[config.mk]
export PLATFORM = sky130hd
export DESIGN_NAME = sgmii_mac_side_ctrl_status
export DESIGN_NICKNAME = d
export VERILOG_FILES = /design/src/design/sgmii_regs_pkg.sv /design/src/design/sgmii_mac_side_ctrl_status.sv
export SDC_FILE = /design/constraint.sdc
export NUM_CORES = 1
export LEC_CHECK = 0
export BUFFER_PORTS_ARGS = -buffer_cell sky130_fd_sc_hd__buf_2
export CAP_MARGIN = 20
export CORE_MARGIN = 3
export CORE_UTILIZATION = 50
export DETAILED_ROUTE_END_ITERATION = 8
export GPL_TIMING_DRIVEN = 0
export PLACE_DENSITY = 0.8
export SYNTH_ARGS = -nofsm -noshare
export SYNTH_HDL_FRONTEND = slang
export SYNTH_SLANG_ARGS = --single-unit
export TNS_END_PERCENT = 50
[constraint.sdc]
create_clock -name sys_clk_in -period 5.4 [get_ports sys_clk_in]
set_clock_uncertainty 0.05 [all_clocks]
set_input_delay 1.08 -clock sys_clk_in [delete_from_list [all_inputs] [get_ports sys_clk_in]]
set_output_delay 1.08 -clock sys_clk_in [all_outputs]
set_load 0.005 [all_outputs]
[src/design/sgmii_regs_pkg.sv]
// constants, field layouts and carrier types for the serial MAC-side registers
package sgmii_regs_pkg;

   // ==========================================================================
   // register indices (byte address = index * 4)
   localparam logic [11:0] IDX_CTRL_A   = 12'h608;
   localparam logic [11:0] IDX_STATUS   = 12'h60A;
   localparam logic [11:0] IDX_CTRL_B   = 12'h60C;
   localparam logic [11:0] IDX_INT_STAT = 12'h610;
   localparam logic [11:0] IDX_INT_MASK = 12'h611;

   // ==========================================================================
   // reset values
   localparam logic [15:0] CTRL_A_RST   = 16'h007B;
   localparam logic [15:0] STATUS_RST   = 16'h0000;
   localparam logic [15:0] CTRL_B_RST   = 16'h001B;

   // ==========================================================================
   // control register A fields
   localparam int CA_TXERR_DIS  = 15;
   localparam int CA_ALN_FORCE  = 14;
   localparam int CA_ALN_HI     = 13;
   localparam int CA_ALN_LO     = 10;
   localparam int CA_SER_EN     = 9;
   localparam int CA_RX_INV     = 8;
   localparam int CA_TX_INV     = 7;
   localparam int CA_TMR_HI     = 2;
   localparam int CA_TMR_LO     = 1;
   localparam int CA_NEG_EN     = 0;

   // control register B fields
   localparam int CB_SD_VAL     = 8;
   localparam int CB_SD_EN      = 7;
   localparam int CB_RESTART    = 6;
   localparam int CB_TXL_HI     = 5;
   localparam int CB_TXL_LO     = 3;
   localparam int CB_RXL_HI     = 2;
   localparam int CB_RXL_LO     = 0;

   // interrupt status / mask bits
   localparam int INT_W         = 4;
   localparam int INT_PAGE      = 0;
   localparam int INT_LINK      = 1;
   localparam int INT_DONE      = 2;
   localparam int INT_SYNC      = 3;

   // ==========================================================================
   // negotiation link timer
   localparam logic [1:0] TSEL_1600US = 2'b00;
   localparam logic [1:0] TSEL_2US    = 2'b01;
   localparam logic [1:0] TSEL_800US  = 2'b10;
   localparam logic [1:0] TSEL_11MS   = 2'b11;
   localparam int CLK_PERIOD_NS = 25;
   localparam int LT_1600US_NS  = 1600000;
   localparam int LT_2US_NS     = 2000;
   localparam int LT_800US_NS   = 800000;
   localparam int LT_11MS_NS    = 11000000;
   localparam int LT_1600US_CYC = LT_1600US_NS / CLK_PERIOD_NS;
   localparam int LT_2US_CYC    = LT_2US_NS / CLK_PERIOD_NS;
   localparam int LT_800US_CYC  = LT_800US_NS / CLK_PERIOD_NS;
   localparam int LT_11MS_CYC   = LT_11MS_NS / CLK_PERIOD_NS;
   localparam int TMR_W         = 20;

   // ==========================================================================
   // carriers
   typedef struct packed {
      logic       page_rx;
      logic       link_up;
      logic       neg_done;
      logic       align_ind;
      logic       sync_ok;
      logic [3:0] wb_state;
   } pcs_stat_t;

   typedef struct packed {
      logic       ser_en;
      logic       negotiation_enable;
      logic [1:0] timer_sel;
      logic [2:0] tx_fifo_midpoint_level;
      logic [2:0] rx_fifo_midpoint_level;
   } cfg_t;

endpackage

[src/design/sgmii_mac_side_ctrl_status.sv]
// register bank and control glue for the serial MAC-side interface
//
// Implementation choice: the AHB-Lite interface to the registers.
`timescale 1ns/10ps

// Contract
// - tx error disable bit 15 set suppresses transmit error indication.
// - alignment force bit 14 selects software index over search result.
// - index field 13:10 sets word boundary only while force is set.
// - enable bit 9 gates the serial interface; reset value from strap.
// - receive polarity bit 8 inverts incoming serial data.
// - transmit polarity bit 7 inverts outgoing serial data.
// - timer field 2:1 selects 1.6ms, 2us, 800us or 11ms; reset 01.
// - bit 0 enables negotiation; resets to one.
// - status bit 12 shows a new negotiation page has arrived.
// - status bit 11 shows link up.
// - status bit 10 shows negotiation complete.
// - status bit 8 shows word boundary sync achieved.
// - status bit 9 shows the word boundary align indication.
// - status bits 7:4 show the currently selected boundary index.
// - status bits 3:0 show the word boundary machine state.
// - signal detect force enable replaces lock with force value bit 8.
// - control B bits 5:3 set transmit FIFO midpoint level, reset 3.
// - control B bits 2:0 set receive FIFO midpoint level, reset 3.
module sgmii_mac_side_ctrl_status
   import sgmii_regs_pkg::*;
#(
   parameter int DATA_W     = 10,
   parameter int T1600_CYC  = LT_1600US_CYC,
   parameter int T800_CYC   = LT_800US_CYC,
   parameter int T11MS_CYC  = LT_11MS_CYC
) (
   // clock and reset
   input  wire logic              sys_clk_in,
   input  wire logic              nrst_in,
   // ahb-lite slave
   input  wire logic              hsel_in,
   input  wire logic [31:0]       haddr_in,
   input  wire logic [1:0]        htrans_in,
   input  wire logic              hwrite_in,
   input  wire logic [2:0]        hsize_in,
   input  wire logic [31:0]       hwdata_in,
   input  wire logic              hready_in,
   output logic                   hreadyout_out,
   output logic                   hresp_out,
   output logic [31:0]            hrdata_out,
   // strap and pcs status
   input  wire logic              strap_ser_en_in,
   input  wire pcs_stat_t         pcs_stat_in,
   input  wire logic [3:0]        search_idx_in,
   input  wire logic              cdr_lock_in,
   input  wire logic              tx_err_in,
   // serial data path
   input  wire logic [DATA_W-1:0] rx_ser_in,
   input  wire logic [DATA_W-1:0] tx_ser_in,
   output logic [DATA_W-1:0]      rx_ser_out,
   output logic [DATA_W-1:0]      tx_ser_out,
   // controls toward the pcs
   output cfg_t                   cfg_out,
   output logic [3:0]             align_idx_out,
   output logic                   cdr_lock_out,
   output logic                   tx_err_out,
   output logic                   negotiation_restart_out,
   output logic                   link_timer_done_out,
   // interrupt
   output logic                   irq_out
);

   // =========================================================================
   // bus front end
   logic              addr_ok;
   logic              wr_pend_r;
   logic              rd_pend_r;
   logic [29:0]       addr_r;
   logic              strap_done_r;
   logic [15:0]       ctrl_a_r;
   logic [8:0]        ctrl_b_r;
   logic              restart_r;
   logic [INT_W-1:0]  int_st_r;
   logic [INT_W-1:0]  int_mask_r;
   logic [INT_W-1:0]  int_ev;
   pcs_stat_t         stat_prev_r;
   logic [3:0]        sel_idx;
   logic [15:0]       status_val;
   logic [TMR_W-1:0]  tmr_cnt_r;
   logic [TMR_W-1:0]  tmr_limit;
   logic              tmr_run;
   logic              wr_a;
   logic              wr_b;
   logic              wr_ist;
   logic              wr_imask;

   function automatic logic hit(input logic [29:0] a, input logic [11:0] idx);
      hit = (a == {18'h00000, idx});
   endfunction

   assign addr_ok   = hsel_in & htrans_in[1] & hready_in;
   assign wr_a      = wr_pend_r & hit(addr_r, IDX_CTRL_A);
   assign wr_b      = wr_pend_r & hit(addr_r, IDX_CTRL_B);
   assign wr_ist    = wr_pend_r & hit(addr_r, IDX_INT_STAT);
   assign wr_imask  = wr_pend_r & hit(addr_r, IDX_INT_MASK);
   // one wait state on reads so a write just before is always seen
   assign hreadyout_out = ~rd_pend_r;
   assign hresp_out     = 1'b0;

   // address phase capture
   always_ff @(posedge sys_clk_in) begin
      if (!nrst_in) begin
         wr_pend_r <= 1'b0;
         rd_pend_r <= 1'b0;
         addr_r    <= 30'h00000000;
      end else begin
         wr_pend_r <= addr_ok & hwrite_in;
         rd_pend_r <= addr_ok & ~hwrite_in;
         if (addr_ok) begin
            addr_r <= haddr_in[31:2];
         end
      end
   end

   // =========================================================================
   // status assembly
   // force only applies while the force bit is one
   assign sel_idx = ctrl_a_r[CA_ALN_FORCE] ? ctrl_a_r[CA_ALN_HI:CA_ALN_LO]
                                           : search_idx_in;
   assign status_val = {3'b000,
                        pcs_stat_in.page_rx,
                        pcs_stat_in.link_up,
                        pcs_stat_in.neg_done,
                        pcs_stat_in.align_ind,
                        pcs_stat_in.sync_ok,
                        sel_idx,
                        pcs_stat_in.wb_state};

   // read data, registered in the wait cycle; unmapped reads give zero
   always_ff @(posedge sys_clk_in) begin
      if (!nrst_in) begin
         hrdata_out <= 32'h00000000;
      end else if (rd_pend_r) begin
         if (hit(addr_r, IDX_CTRL_A)) begin
            hrdata_out <= {16'h0000, ctrl_a_r};
         end else if (hit(addr_r, IDX_STATUS)) begin
            hrdata_out <= {16'h0000, status_val};
         end else if (hit(addr_r, IDX_CTRL_B)) begin
            // restart bit always reads back zero
            hrdata_out <= {23'h000000, ctrl_b_r[8:7], 1'b0, ctrl_b_r[5:0]};
         end else if (hit(addr_r, IDX_INT_STAT)) begin
            hrdata_out <= {28'h0000000, int_st_r};
         end else if (hit(addr_r, IDX_INT_MASK)) begin
            hrdata_out <= {28'h0000000, int_mask_r};
         end else begin
            hrdata_out <= 32'h00000000;
         end
      end
   end

   // =========================================================================
   // control register A, enable bit loaded from strap after reset
   always_ff @(posedge sys_clk_in) begin
      if (!nrst_in) begin
         ctrl_a_r     <= CTRL_A_RST;
         strap_done_r <= 1'b0;
      end else begin
         strap_done_r <= 1'b1;
         if (wr_a) begin
            ctrl_a_r <= hwdata_in[15:0];
         end else if (!strap_done_r) begin
            ctrl_a_r[CA_SER_EN] <= strap_ser_en_in;
         end
      end
   end

   // control register B, restart is a self-clearing pulse
   always_ff @(posedge sys_clk_in) begin
      if (!nrst_in) begin
         ctrl_b_r  <= CTRL_B_RST[8:0];
         restart_r <= 1'b0;
      end else begin
         restart_r <= wr_b & hwdata_in[CB_RESTART];
         if (wr_b) begin
            ctrl_b_r <= {hwdata_in[8:7], 1'b0, hwdata_in[5:0]};
         end
      end
   end

   assign negotiation_restart_out = restart_r;
   assign cfg_out.ser_en = ctrl_a_r[CA_SER_EN];
   assign cfg_out.negotiation_enable = ctrl_a_r[CA_NEG_EN];
   assign cfg_out.timer_sel = ctrl_a_r[CA_TMR_HI:CA_TMR_LO];
   assign cfg_out.tx_fifo_midpoint_level = ctrl_b_r[CB_TXL_HI:CB_TXL_LO];
   assign cfg_out.rx_fifo_midpoint_level = ctrl_b_r[CB_RXL_HI:CB_RXL_LO];

   // =========================================================================
   // interrupts: page/done on rising edge, link/sync on any change
   assign int_ev[INT_PAGE] = pcs_stat_in.page_rx & ~stat_prev_r.page_rx;
   assign int_ev[INT_LINK] = pcs_stat_in.link_up ^ stat_prev_r.link_up;
   assign int_ev[INT_DONE] = pcs_stat_in.neg_done & ~stat_prev_r.neg_done;
   assign int_ev[INT_SYNC] = pcs_stat_in.sync_ok ^ stat_prev_r.sync_ok;

   // sticky status, write one to clear; a new event beats the clear
   always_ff @(posedge sys_clk_in) begin
      if (!nrst_in) begin
         stat_prev_r <= '0;
         int_st_r    <= '0;
         int_mask_r  <= '0;
      end else begin
         stat_prev_r <= pcs_stat_in;
         int_st_r    <= (int_st_r & ~(wr_ist ? hwdata_in[INT_W-1:0] : '0))
                        | int_ev;
         if (wr_imask) begin
            int_mask_r <= hwdata_in[INT_W-1:0];
         end
      end
   end

   assign irq_out = |(int_st_r & int_mask_r);

   // =========================================================================
   // negotiation link timer, free running period while negotiation and the serial interface are both enabled
   always_comb begin
      case (ctrl_a_r[CA_TMR_HI:CA_TMR_LO])
         TSEL_1600US: tmr_limit = TMR_W'(T1600_CYC);
         TSEL_2US:    tmr_limit = TMR_W'(LT_2US_CYC);
         TSEL_800US:  tmr_limit = TMR_W'(T800_CYC);
         TSEL_11MS:   tmr_limit = TMR_W'(T11MS_CYC);
         default:     tmr_limit = TMR_W'(LT_2US_CYC);
      endcase
   end

   assign tmr_run = ctrl_a_r[CA_NEG_EN] & ctrl_a_r[CA_SER_EN];

   // a restart or a disable reloads the timer from zero
   always_ff @(posedge sys_clk_in) begin
      if (!nrst_in) begin
         tmr_cnt_r           <= '0;
         link_timer_done_out <= 1'b0;
      end else if (!tmr_run || restart_r) begin
         tmr_cnt_r           <= '0;
         link_timer_done_out <= 1'b0;
      end else if (tmr_cnt_r >= tmr_limit - TMR_W'(1)) begin
         tmr_cnt_r           <= '0;
         link_timer_done_out <= 1'b1;
      end else begin
         tmr_cnt_r           <= tmr_cnt_r + TMR_W'(1);
         link_timer_done_out <= 1'b0;
      end
   end

   // =========================================================================
   // data path: error gating, index, lock override, polarity
   // disabled interface drives zero words so nothing stale leaks out
   always_ff @(posedge sys_clk_in) begin
      if (!nrst_in) begin
         tx_err_out    <= 1'b0;
         align_idx_out <= 4'h0;
         cdr_lock_out  <= 1'b0;
         rx_ser_out    <= '0;
         tx_ser_out    <= '0;
      end else begin
         tx_err_out    <= tx_err_in & ~ctrl_a_r[CA_TXERR_DIS];
         align_idx_out <= sel_idx;
         cdr_lock_out  <= ctrl_b_r[CB_SD_EN] ? ctrl_b_r[CB_SD_VAL]
                                             : cdr_lock_in;
         if (ctrl_a_r[CA_SER_EN]) begin
            rx_ser_out <= rx_ser_in ^ {DATA_W{ctrl_a_r[CA_RX_INV]}};
            tx_ser_out <= tx_ser_in ^ {DATA_W{ctrl_a_r[CA_TX_INV]}};
         end else begin
            rx_ser_out <= '0;
            tx_ser_out <= '0;
         end
      end
   end
endmodule // sgmii_mac_side_ctrl_status

==> impl_results.md, run 1 <==
* Outcome: finished clean
* Starting utilization of the core area at 52.0%
* EDFF count, synth at 0
* Largest cells by area after synthesis: sky130_fd_sc_hd__dfxtp_1 44%, sky130_fd_sc_hd__nand2_1 7.0%, sky130_fd_sc_hd__mux2i_1 5.3%
* Static leakage at 3.32 nW
* Post-cts gate resize count at 0
* Final weighted congestion in routability-driven placement at 0.863
* DRT antenna net count at 0
* Area fraction of the dominant cell type after synthesis at 44.1%
* Final-report setup violation count at 0
* Number of warning messages in the yosys log at 0
* Maximum level of the CTS H-tree at 4
* Most frequent standard cell in the layout excluding fill and tap cells: sky130_fd_sc_hd__buf_2
* Detailed placer's ending HPWL at 11.2 mm
* Hold Violations, Final at 0
* Cell area after synthesis at 0.00604 sq mm
* Vias post-DR at 5228
* Kind of start point of the critical path: flop
* Pin count of the biggest net entering global routing at 17
* Site Rows at 39
* Clock network latency to the later pin of the worst-skew pair at 0.42 ns
* Post-synthesis register bit count at 133
* Total overflow reported by the global router at 0
* Area of the core at 0.0116 sq mm
* Ratio of total power to cell area at 308 mW/mm^2
* Ratio of final minimum period to clock period at 51.5%
* Net Sw Power at 0.539 mW
* Commonest non-fill, non-tap cells in the layout: 148 x sky130_fd_sc_hd__buf_2, 133 x sky130_fd_sc_hd__dfxtp_1, 113 x sky130_fd_sc_hd__nand2_1, 51 x sky130_fd_sc_hd__nor2_1, 36 x sky130_fd_sc_hd__a21boi_1
* Type of element capturing the critical path: output pin
* Wire length per cell after detailed routing at 15.0 microns
* Commonest register cell after synthesis: sky130_fd_sc_hd__dfxtp_1
* Sinks on Clock Net at 133
* Aggregate negative setup slack at 0 ns
* Smallest hold slack at 0.388 ns
* Unrepaired setup endpoints after global routing: false
* Overall routing resource usage at 22.7%
* Worst voltage drop across the vdd grid at 242 uV
* Sequential power share at 43.1%
* Portion of total power attributed to combinational logic at 6.5%
* Antenna violations before repair at 0
* Placed cell area at 0.00700 sq mm
* Final design utilization at 65.4%
* CTS buffer count at 17
* Average instance area after synthesis at 8.94 sq um
* Worst Setup Slack, final at 2.62 ns
* Min-Delay Path Class: flop to flop
* Slew @ Worst Pin at 0.833 ns
* Number of max-slew violations in the final report at 0
* Diode count at 0
* DRC violations left at 0
* Worst path required time at 4.27 ns
* Total number of nets in the final design at 986
* TritonCTS clock tree: yes
* Power share of the clock group at 50.3%
* Total power at 2.34 mW
* Number of global-route vias before repair at 4946
* Placement-stage worst setup slack at 2.51 ns
* Final cell area excluding filler cells at 0.00760 sq mm
* Max-cap violations at 0
* Clock period minus final worst setup slack at 2.78 ns
* Fraction of the yosys area taken by sequential cells at 44.1%
* Crit path max fanout at 10
* CP Class: flop to output pin
* Share of synthesized registers carrying an async set or reset at 0%
* Non-filler instance count after layout at 1010
* Total Wirelength at 15.2 mm
* Number of primary I/O pins at 183
* Number of distinct standard cells referenced by the synthesized netlist at 51
* First-pass iteration count of the detailed router at 5
* Switching share of power at 23.0%
* CTS Hold Bufs at 0
* Internal power of the cells at 1.80 mW
* Cells after DPL at 978
* Post-synthesis instance total at 675
* Clock buffer depth at 2
* Fraction of layout cells with a size suffix above 1 at 25.1%
* Starting DRC count in detailed routing at 453
* Vias per cell at 5.18
* Post-CTS Setup Bufs at 0
* Worst relative slew slack at 44.0%
* Signal arrival time at the worst endpoint at 1.65 ns
* Clock transition at path regs at 0.06 ns
* Layout area overhead at 25.9%
* Total Die Area at 0.0134 sq mm
* Number of I/O port buffers at 143
* Largest area contributor in the netlist: sky130_fd_sc_hd__dfxtp_1
* CTS root buffer: sky130_fd_sc_hd__clkbuf_16
* Chip width at 116 microns
* Global-route wire length before repair at 23.8 mm
* Highest clock rate at 360 MHz
* Floorplan die height at 116 microns
cells in the mapped netlist, types with 2 or more instances:
cell type and count:
sky130_fd_sc_hd__a21boi_1 36, sky130_fd_sc_hd__clkbuf_1 28, sky130_fd_sc_hd__or3_1 3, sky130_fd_sc_hd__a21boi_0 4
sky130_fd_sc_hd__buf_2 5, sky130_fd_sc_hd__a21o_1 3, sky130_fd_sc_hd__nand2_1 113, sky130_fd_sc_hd__inv_1 8
sky130_fd_sc_hd__nand2b_1 2, sky130_fd_sc_hd__nor4_4 2, sky130_fd_sc_hd__o22ai_1 7, sky130_fd_sc_hd__a2111oi_0 2
sky130_fd_sc_hd__nand4_1 7, sky130_fd_sc_hd__nand3_1 34, sky130_fd_sc_hd__o21ai_0 7, sky130_fd_sc_hd__buf_1 3
sky130_fd_sc_hd__xnor2_1 27, sky130_fd_sc_hd__conb_1 2, sky130_fd_sc_hd__mux2i_1 32, sky130_fd_sc_hd__nand3b_1 2
sky130_fd_sc_hd__ha_1 22, sky130_fd_sc_hd__and4_1 3, sky130_fd_sc_hd__mux2_2 2, sky130_fd_sc_hd__buf_4 27
sky130_fd_sc_hd__or4_1 7, sky130_fd_sc_hd__o21ai_1 8, sky130_fd_sc_hd__and2_1 5, sky130_fd_sc_hd__dfxtp_1 133
sky130_fd_sc_hd__nor2b_1 21, sky130_fd_sc_hd__buf_6 2, sky130_fd_sc_hd__a22oi_1 2, sky130_fd_sc_hd__nor4_1 4
sky130_fd_sc_hd__xor2_1 13, sky130_fd_sc_hd__nor4_2 2, sky130_fd_sc_hd__a32oi_1 2, sky130_fd_sc_hd__and3_1 6
sky130_fd_sc_hd__o211ai_1 2, sky130_fd_sc_hd__o21a_1 7, sky130_fd_sc_hd__a21oi_1 13, sky130_fd_sc_hd__a31oi_1 6
sky130_fd_sc_hd__nor2_1 51
cell type report:
type,count,area [sq um]
clock buffer,17,425
timing repair buffer,143,716
inverter,8,30.0
clock inverter,15,180
tap,143,179
fill,989,4010
buffer,65,367
sequential,133,2660
multi-input combinational,486,3040
cell families after synthesis:
kind of cell,synth area share (%)
XOR/XNOR,5.80
other,0.124
buffers and inverters,6.57
multiplexers,5.68
adder cells (fa/ha/maj),4.56
AO/OA/AOI/OAI,11.4
AND/OR/NAND/NOR,21.7
flip-flops,44.1
power groups by stage:
stage / combinational (mW) / clock, mW / sequential [mW]
after global routing: 0.169 / 1.24 / 1.01
after floorplan: 0.0871 / 0 / 1.03
after detailed placement: 0.151 / 0 / 1.03
after global placement: 0.150 / 0 / 1.03
final: 0.153 / 1.18 / 1.01
after CTS: 0.152 / 1.19 / 1.01
routing by layer:
layer	track usage (%)	wire, microns	vias to the layer above
li1	-	-	2613
met1	28.7	6400	2390
met2	38.2	7420	197
met3	5.74	1110	28
met4	6.96	250	0
met5	0	0	-
critical path, stage by stage (launching register included):
cell and delay [ns]:
sky130_fd_sc_hd__dfxtp_1 0.29, sky130_fd_sc_hd__clkbuf_1 0.20, sky130_fd_sc_hd__inv_1 0.16, sky130_fd_sc_hd__clkbuf_1 0.38
sky130_fd_sc_hd__buf_2 0.20
path summary, 6_finish.rpt:
path,from,endpoint,slack [ns],depth (start not counted)
max reg2reg,addr_r[19],hrdata_out[5],2.75,7
max,rd_pend_r,hreadyout_out,2.62,4
min,ctrl_a_r[15],tx_err_out,0.39,1
min reg2reg,ctrl_a_r[15],tx_err_out,0.39,1
state kept, by name (all words and copies together) (netlist names):
name and flops:
ctrl_b_r 8, rx_ser_out 10, addr_r 30, int_st_r 4
strap_done_r 1, align_idx_out 4, tx_ser_out 10, rd_pend_r 1
negotiation_restart_out 1, wr_pend_r 1, ctrl_a_r 16, tx_err_out 1
int_mask_r 4, link_timer_done_out 1, stat_prev_r 4, cdr_lock_out 1
tmr_cnt_r 20, hrdata_out 16
Note: power is estimated with default switching activity, not from simulation.
==> inputs of run 2 (changes only) <==
- clock period: 5.4 -> 2.7 ns (I/O delays scaled with it)
==> run 2 against run 1 <==
Utilization grew 0.39 points. Sequential power grew 100%. Flip-flop and latch count is the same. Register-to-register slack lost 2.7 ns. Non-clock buffer count grew 1. Highest routed layer unchanged.
==> impl_results.md, run 2 (same netlist as run 1, synthesis figures left out) <==
* Hold Crit Depth at 1
* Layout area overhead at 26.7%
* Vias per cell at 5.16
* Most frequent standard cell in the layout excluding fill and tap cells: sky130_fd_sc_hd__buf_2
* Cell at the slowest stage of the critical path: sky130_fd_sc_hd__or4_1
* Total buffers and inverters traversed by the critical path at 2
* Largest registers: addr_r (30), tmr_cnt_r (20)
* Overall routing resource usage at 22.7%
* Maximum level of the CTS H-tree at 4
* Critical hold path startpoint: nrst_in
* Detailed placer's ending HPWL at 11.2 mm
* Global-route wire length before repair at 23.8 mm
* Kind of start point of the critical path: flop
* Most flop-heavy register: addr_r
* Top Layer Used: met4
* Clock buffer depth at 2
* Antenna violations before repair at 0
* Floorplan die height at 116 microns
* Final weighted congestion in routability-driven placement at 0.863
* Biggest cell delay along the critical path at 0.58 ns
* Pin count of the biggest net entering global routing at 17
* Diode count at 0
* Reg2Reg Depth at 7
* Worst Setup Slack, final at 0.0802 ns
* Routed length on met1 at 6.26 mm
* Area of the core at 0.0116 sq mm
* Hold Violations, Final at 0
* Final design utilization at 65.8%
* Placement-stage worst setup slack at 0.0858 ns
* Endpoint of the lowest-slack register-to-register path: ctrl_a_r[6]
* Chip width at 116 microns
* Outcome: finished clean
* First-pass iteration count of the detailed router at 6
* Slack of the worst reg-to-reg path at 0.08 ns
* DRT antenna net count at 0
* Final-report setup violation count at 0
* Vias post-DR at 5217
* Total Wirelength at 15.2 mm
* Total overflow reported by the global router at 0
* Cell type with the highest occurrence count on the critical path: sky130_fd_sc_hd__buf_6
* Wire length per cell after detailed routing at 15.0 microns
* Worst relative slew slack at 43.7%
* Start of the worst register-to-register path: addr_r[11]
* Fraction of layout cells with a size suffix above 1 at 26.0%
* Ratio of final minimum period to clock period at 97.0%
* Met2 routed WL at 7.42 mm
* Critical path cell sequence: or4_1, or4_4, or3_1, buf_6, buf_6, mux2i_4, nand2_1
* Routed length on met3 at 1.22 mm
* Stages on the worst setup path at 7
* Starting utilization of the core area at 52.0%
* Slew @ Worst Pin at 0.839 ns
* DRC violations left at 0
* Starting DRC count in detailed routing at 417
* Aggregate negative setup slack at 0 ns
* Number of I/O port buffers at 143
* TritonCTS clock tree: yes
* Worst hold endpoint: strap_done_r
* Static leakage at 3.33 nW
* Total number of nets in the final design at 987
* CTS buffer count at 17
* Crit path max fanout at 10
* Clock period minus final worst setup slack at 2.62 ns
* Number of global-route vias before repair at 4946
* Total Die Area at 0.0134 sq mm
* Site Rows at 39
* Type of element capturing the critical path: flop
* Ratio of total power to cell area at 613 mW/mm^2
* Number of primary I/O pins at 183
* Clock network latency to the later pin of the worst-skew pair at 0.42 ns
* Sinks on Clock Net at 133
* Worst voltage drop across the vdd grid at 482 uV
* CP Class: flop to flop
* Clock transition at path regs at 0.06 ns
* Worst path required time at 2.93 ns
* Max reg flops at 30
* CTS root buffer: sky130_fd_sc_hd__clkbuf_16
* Highest clock rate at 382 MHz
* Max-cap violations at 0
* Number of max-slew violations in the final report at 0
* Min-Delay Path Class: primary input to flop
* Commonest non-fill, non-tap cells in the layout: 148 x sky130_fd_sc_hd__buf_2, 131 x sky130_fd_sc_hd__dfxtp_1, 113 x sky130_fd_sc_hd__nand2_1, 51 x sky130_fd_sc_hd__nor2_1, 36 x sky130_fd_sc_hd__a21boi_1
* Signal arrival time at the worst endpoint at 2.85 ns
* CP top delay family: simple AND/OR/NAND/NOR gates
[run 2: changes by cell type in the layout (fill, tap and decap cells not counted), sizes merged]
cell / previous run / this run
buf: 180 / 181
[run 2: how the worst max path moves through the flow]
| stage | startpoint | end |
|---|---|---|
| after floorplan | addr_r[19] | ctrl_a_r[1] |
| after global placement | addr_r[19] | hrdata_out[5] |
| after detailed placement | ctrl_a_r[1] | tmr_cnt_r[18] |
| after CTS | ctrl_a_r[1] | tmr_cnt_r[15] |
| after global routing | addr_r[0] | ctrl_a_r[6] |
| final | addr_r[11] | ctrl_a_r[6] |
[run 2: timing repair]
item | in CTS | in global routing
setup buffers | 0 | 1
hold buffers | 0 | 0
endpoints found under the setup margin | 0 | 32
resized for setup | 0 | 12
[run 2: report_power, final]
group          switching [mW]  leakage (nW)  internal (mW)
Sequential             0.0186          1.08           2.00
Clock                   0.899         0.295           1.46
Combinational           0.163          1.95          0.147
Total                    1.08          3.33           3.61
[run 2: final cells by class]
class	instances	area, sq um
Tap cell	143	179
Buffer	65	369
Sequential cell	133	2670
Fill cell	978	3970
Multi-Input combinational cell	486	3070
Clock buffer	17	425
Clock inverter	15	180
Timing Repair Buffer	144	723
Inverter	8	30.0
[run 2: stage by stage]
| stage | hold WS, ns | instance area [sq um] | power, mW | std cells |
|---|---|---|---|---|
| finish | 0.187 | 7650 | 4.69 | 1011 |
| global route | 0.168 | 7650 | 4.85 | 1011 |
| CTS | 0.176 | 7600 | 4.71 | 1010 |
| detailed placement | 0.377 | 7000 | 2.37 | 978 |
| global placement | 0.377 | 7000 | 2.36 | 978 |
| floorplan | 0.360 | 6100 | 2.24 | 692 |
[run 2: metal layers]
layer  vias up  track usage, %
met1      2386            28.7
li1       2607               -
met4         0            6.96
met5         -               0
met3        27            5.74
met2       197            38.2
==> inputs of run 3 (changes only) <==
- CORE_MARGIN: 3 -> not set
- CORE_UTILIZATION: 50 -> 45
- PLACE_DENSITY: 0.8 -> 0.73
- RECOVER_POWER: not set -> 100
==> run 3 against run 2 <==
Sequential power about the same. Wire length decreased by 3.9%. Combinational power is 3% lower. Count of clock-buffer cells in the layout grew 7. Global-route usage is 0.97 points lower. Power increased by 4.2%. Cell area rose by 0.67%. Fmax increased by 0.43%. Critical path depth did not move. Sequential share of layout area down 0.22 points. Final cell count is 2.7% higher. Utilization decreased by 5.8 points.
==> impl_results.md, run 3 (same netlist as run 1, synthesis figures left out) <==
* Highest clock rate at 383 MHz
* CP Class: flop to flop
* Starting utilization of the core area at 47.1%
* Fraction of layout cells with a size suffix above 1 at 23.9%
* Placed cell area at 0.00703 sq mm
* Portion of total power attributed to combinational logic at 6.2%
* Worst hold endpoint: strap_done_r
* Net Sw Power at 0.999 mW
* Largest registers: addr_r (30), tmr_cnt_r (20)
* Crit path max fanout at 10
* Floorplan die height at 118 microns
* Endpoint of the lowest-slack register-to-register path: ctrl_a_r[0]
* Final weighted congestion in routability-driven placement at 0.838
* Sequential power share at 41.4%
* Internal power of the cells at 3.88 mW
* TritonCTS clock tree: yes
* Hold Violations, Final at 0
* Number of I/O port buffers at 143
* Number of global-route vias before repair at 4782
* Vias per cell at 4.90
* Peak-usage layer in the global routing report: met2
* Total number of nets in the final design at 985
* CTS Hold Bufs at 0
* Unrepaired setup endpoints after global routing: false
* CTS root buffer: sky130_fd_sc_hd__clkbuf_16
* Global-route wire length before repair at 23.7 mm
* Most frequent standard cell in the layout excluding fill and tap cells: sky130_fd_sc_hd__dfxtp_1
* Number of primary I/O pins at 183
* First-pass iteration count of the detailed router at 4
* Final cell area excluding filler cells at 0.00770 sq mm
* Total overflow reported by the global router at 0
* DRC violations left at 0
* Signal arrival time at the worst endpoint at 2.83 ns
* Area of the core at 0.0128 sq mm
* Critical hold path startpoint: nrst_in
* Met3 routing resource usage after global routing at 6.78%
* Ratio of total power to cell area at 634 mW/mm^2
* Site Rows at 41
* Kind of start point of the critical path: flop
* Hold Crit Depth at 1
* Start of the worst register-to-register path: addr_r[23]
* Total Wirelength at 14.6 mm
* Wire length per cell after detailed routing at 14.0 microns
* Commonest non-fill, non-tap cells in the layout: 130 x sky130_fd_sc_hd__dfxtp_1, 129 x sky130_fd_sc_hd__buf_2, 113 x sky130_fd_sc_hd__nand2_1, 51 x sky130_fd_sc_hd__nor2_1, 49 x sky130_fd_sc_hd__clkbuf_1
* Power share of the clock group at 52.4%
* Vias post-DR at 5090
* Antenna violations before repair at 1
* Max-cap violations at 0
* Clock network latency to the later pin of the worst-skew pair at 0.42 ns
* Non-filler instance count after layout at 1038
* Number of max-slew violations in the final report at 0
* Sinks on Clock Net at 133
* Ratio of final minimum period to clock period at 96.6%
* Overall routing resource usage at 21.7%
* Slew @ Worst Pin at 0.754 ns
* Aggregate negative setup slack at 0 ns
* Reg2Reg Depth at 7
* Max reg flops at 30
* Worst path required time at 2.93 ns
* Worst voltage drop across the vdd grid at 419 uV
* Chip width at 118 microns
* CTS buffer count at 17
* Type of element capturing the critical path: flop
* Most flop-heavy register: addr_r
* Static leakage at 3.27 nW
* Cells after DPL at 1007
* Total Die Area at 0.0139 sq mm
* Outcome: finished clean
* Layout area overhead at 27.5%
* Worst relative slew slack at 49.4%
* Maximum level of the CTS H-tree at 4
* Min-Delay Path Class: primary input to flop
* Detailed placer's ending HPWL at 11.0 mm
* Clock buffer depth at 2
* Met2 capacity usage during global routing at 36.4%
* Diode count at 0
* Clock transition at path regs at 0.06 ns
* Starting DRC count in detailed routing at 229
* DRT antenna net count at 0
* Global routing met1 resource utilization at 26.6%
* Pin count of the biggest net entering global routing at 17
* Final-report setup violation count at 0
* Switching share of power at 20.5%
* Clock period minus final worst setup slack at 2.61 ns
* Slack of the worst reg-to-reg path at 0.09 ns
==> run 3: cell types whose count changed in the layout (fill, tap and decap cells not counted), sizes merged <==
cell      delta
clkbuf      +36
buf         -31
clkinv       -5
bufinv       +2
clkinvlp     -2
inv          -2
==> run 3: final cells by class <==
class / count / area, sq um
Tap cell: 172 / 215
Inverter: 8 / 30.0
Timing Repair Buffer: 143 / 696
Multi-Input combinational cell: 486 / 3060
Fill cell: 1154 / 5130
Buffer: 64 / 365
Sequential cell: 133 / 2670
Clock inverter: 8 / 169
Clock buffer: 24 / 492
==> run 3: routing by layer <==
| layer | vias up | part of all wire (%) |
|---|---|---|
| li1 | 2614 | - |
| met1 | 2311 | 45 |
| met2 | 143 | 48 |
| met3 | 20 | 6.6 |
| met4 | 2 | 1.2 |
| met5 | - | 0.089 |
==> run 3: how the worst max path moves through the flow <==
stage / start / end / cells after the start
2_1_floorplan: addr_r[19] / ctrl_a_r[1] / 7
5_1_grt: addr_r[23] / hrdata_out[5] / 7
3_3_place_gp: addr_r[23] / hrdata_out[4] / 7
3_5_place_dp: addr_r[23] / hrdata_out[1] / 6
6_report: addr_r[23] / ctrl_a_r[0] / 7
4_1_cts: addr_r[11] / ctrl_a_r[0] / 7
==> run 3: through the flow <==
stage,worst slack (ns),util (%),hold slack [ns],total power [mW]
floorplan,0.306,-,0.360,2.24
global placement,0.116,54.8,0.372,2.36
detailed placement,0.121,54.8,0.380,2.37
CTS,0.0451,60.0,0.168,4.92
global route,0.00393,60.0,0.176,5.05
finish,0.0913,60.0,0.186,4.88
==> run 3: power by group through the flow <==
stage	sequential, mW	combinational (mW)	clock (mW)
final	2.02	0.302	2.56
after detailed placement	2.06	0.304	0
after global placement	2.06	0.302	0
after floorplan	2.06	0.174	0
after CTS	2.02	0.306	2.60
after global routing	2.03	0.334	2.69
==> run 3: repair_timing <==
action                     CTS  global route
hold endpoints to repair     0             0
buffers inserted             0             0
resized for setup            0            11
setup endpoints to repair    0            31
==> run 3: critical path, cell delays in order (launching register included) <==
cell	delay [ns]
sky130_fd_sc_hd__dfxtp_1	0.31
sky130_fd_sc_hd__or4_1	0.55
sky130_fd_sc_hd__or4_4	0.54
sky130_fd_sc_hd__or3_4	0.40
sky130_fd_sc_hd__buf_6	0.16
sky130_fd_sc_hd__buf_6	0.17
sky130_fd_sc_hd__mux2i_1	0.18
sky130_fd_sc_hd__nand2_1	0.09
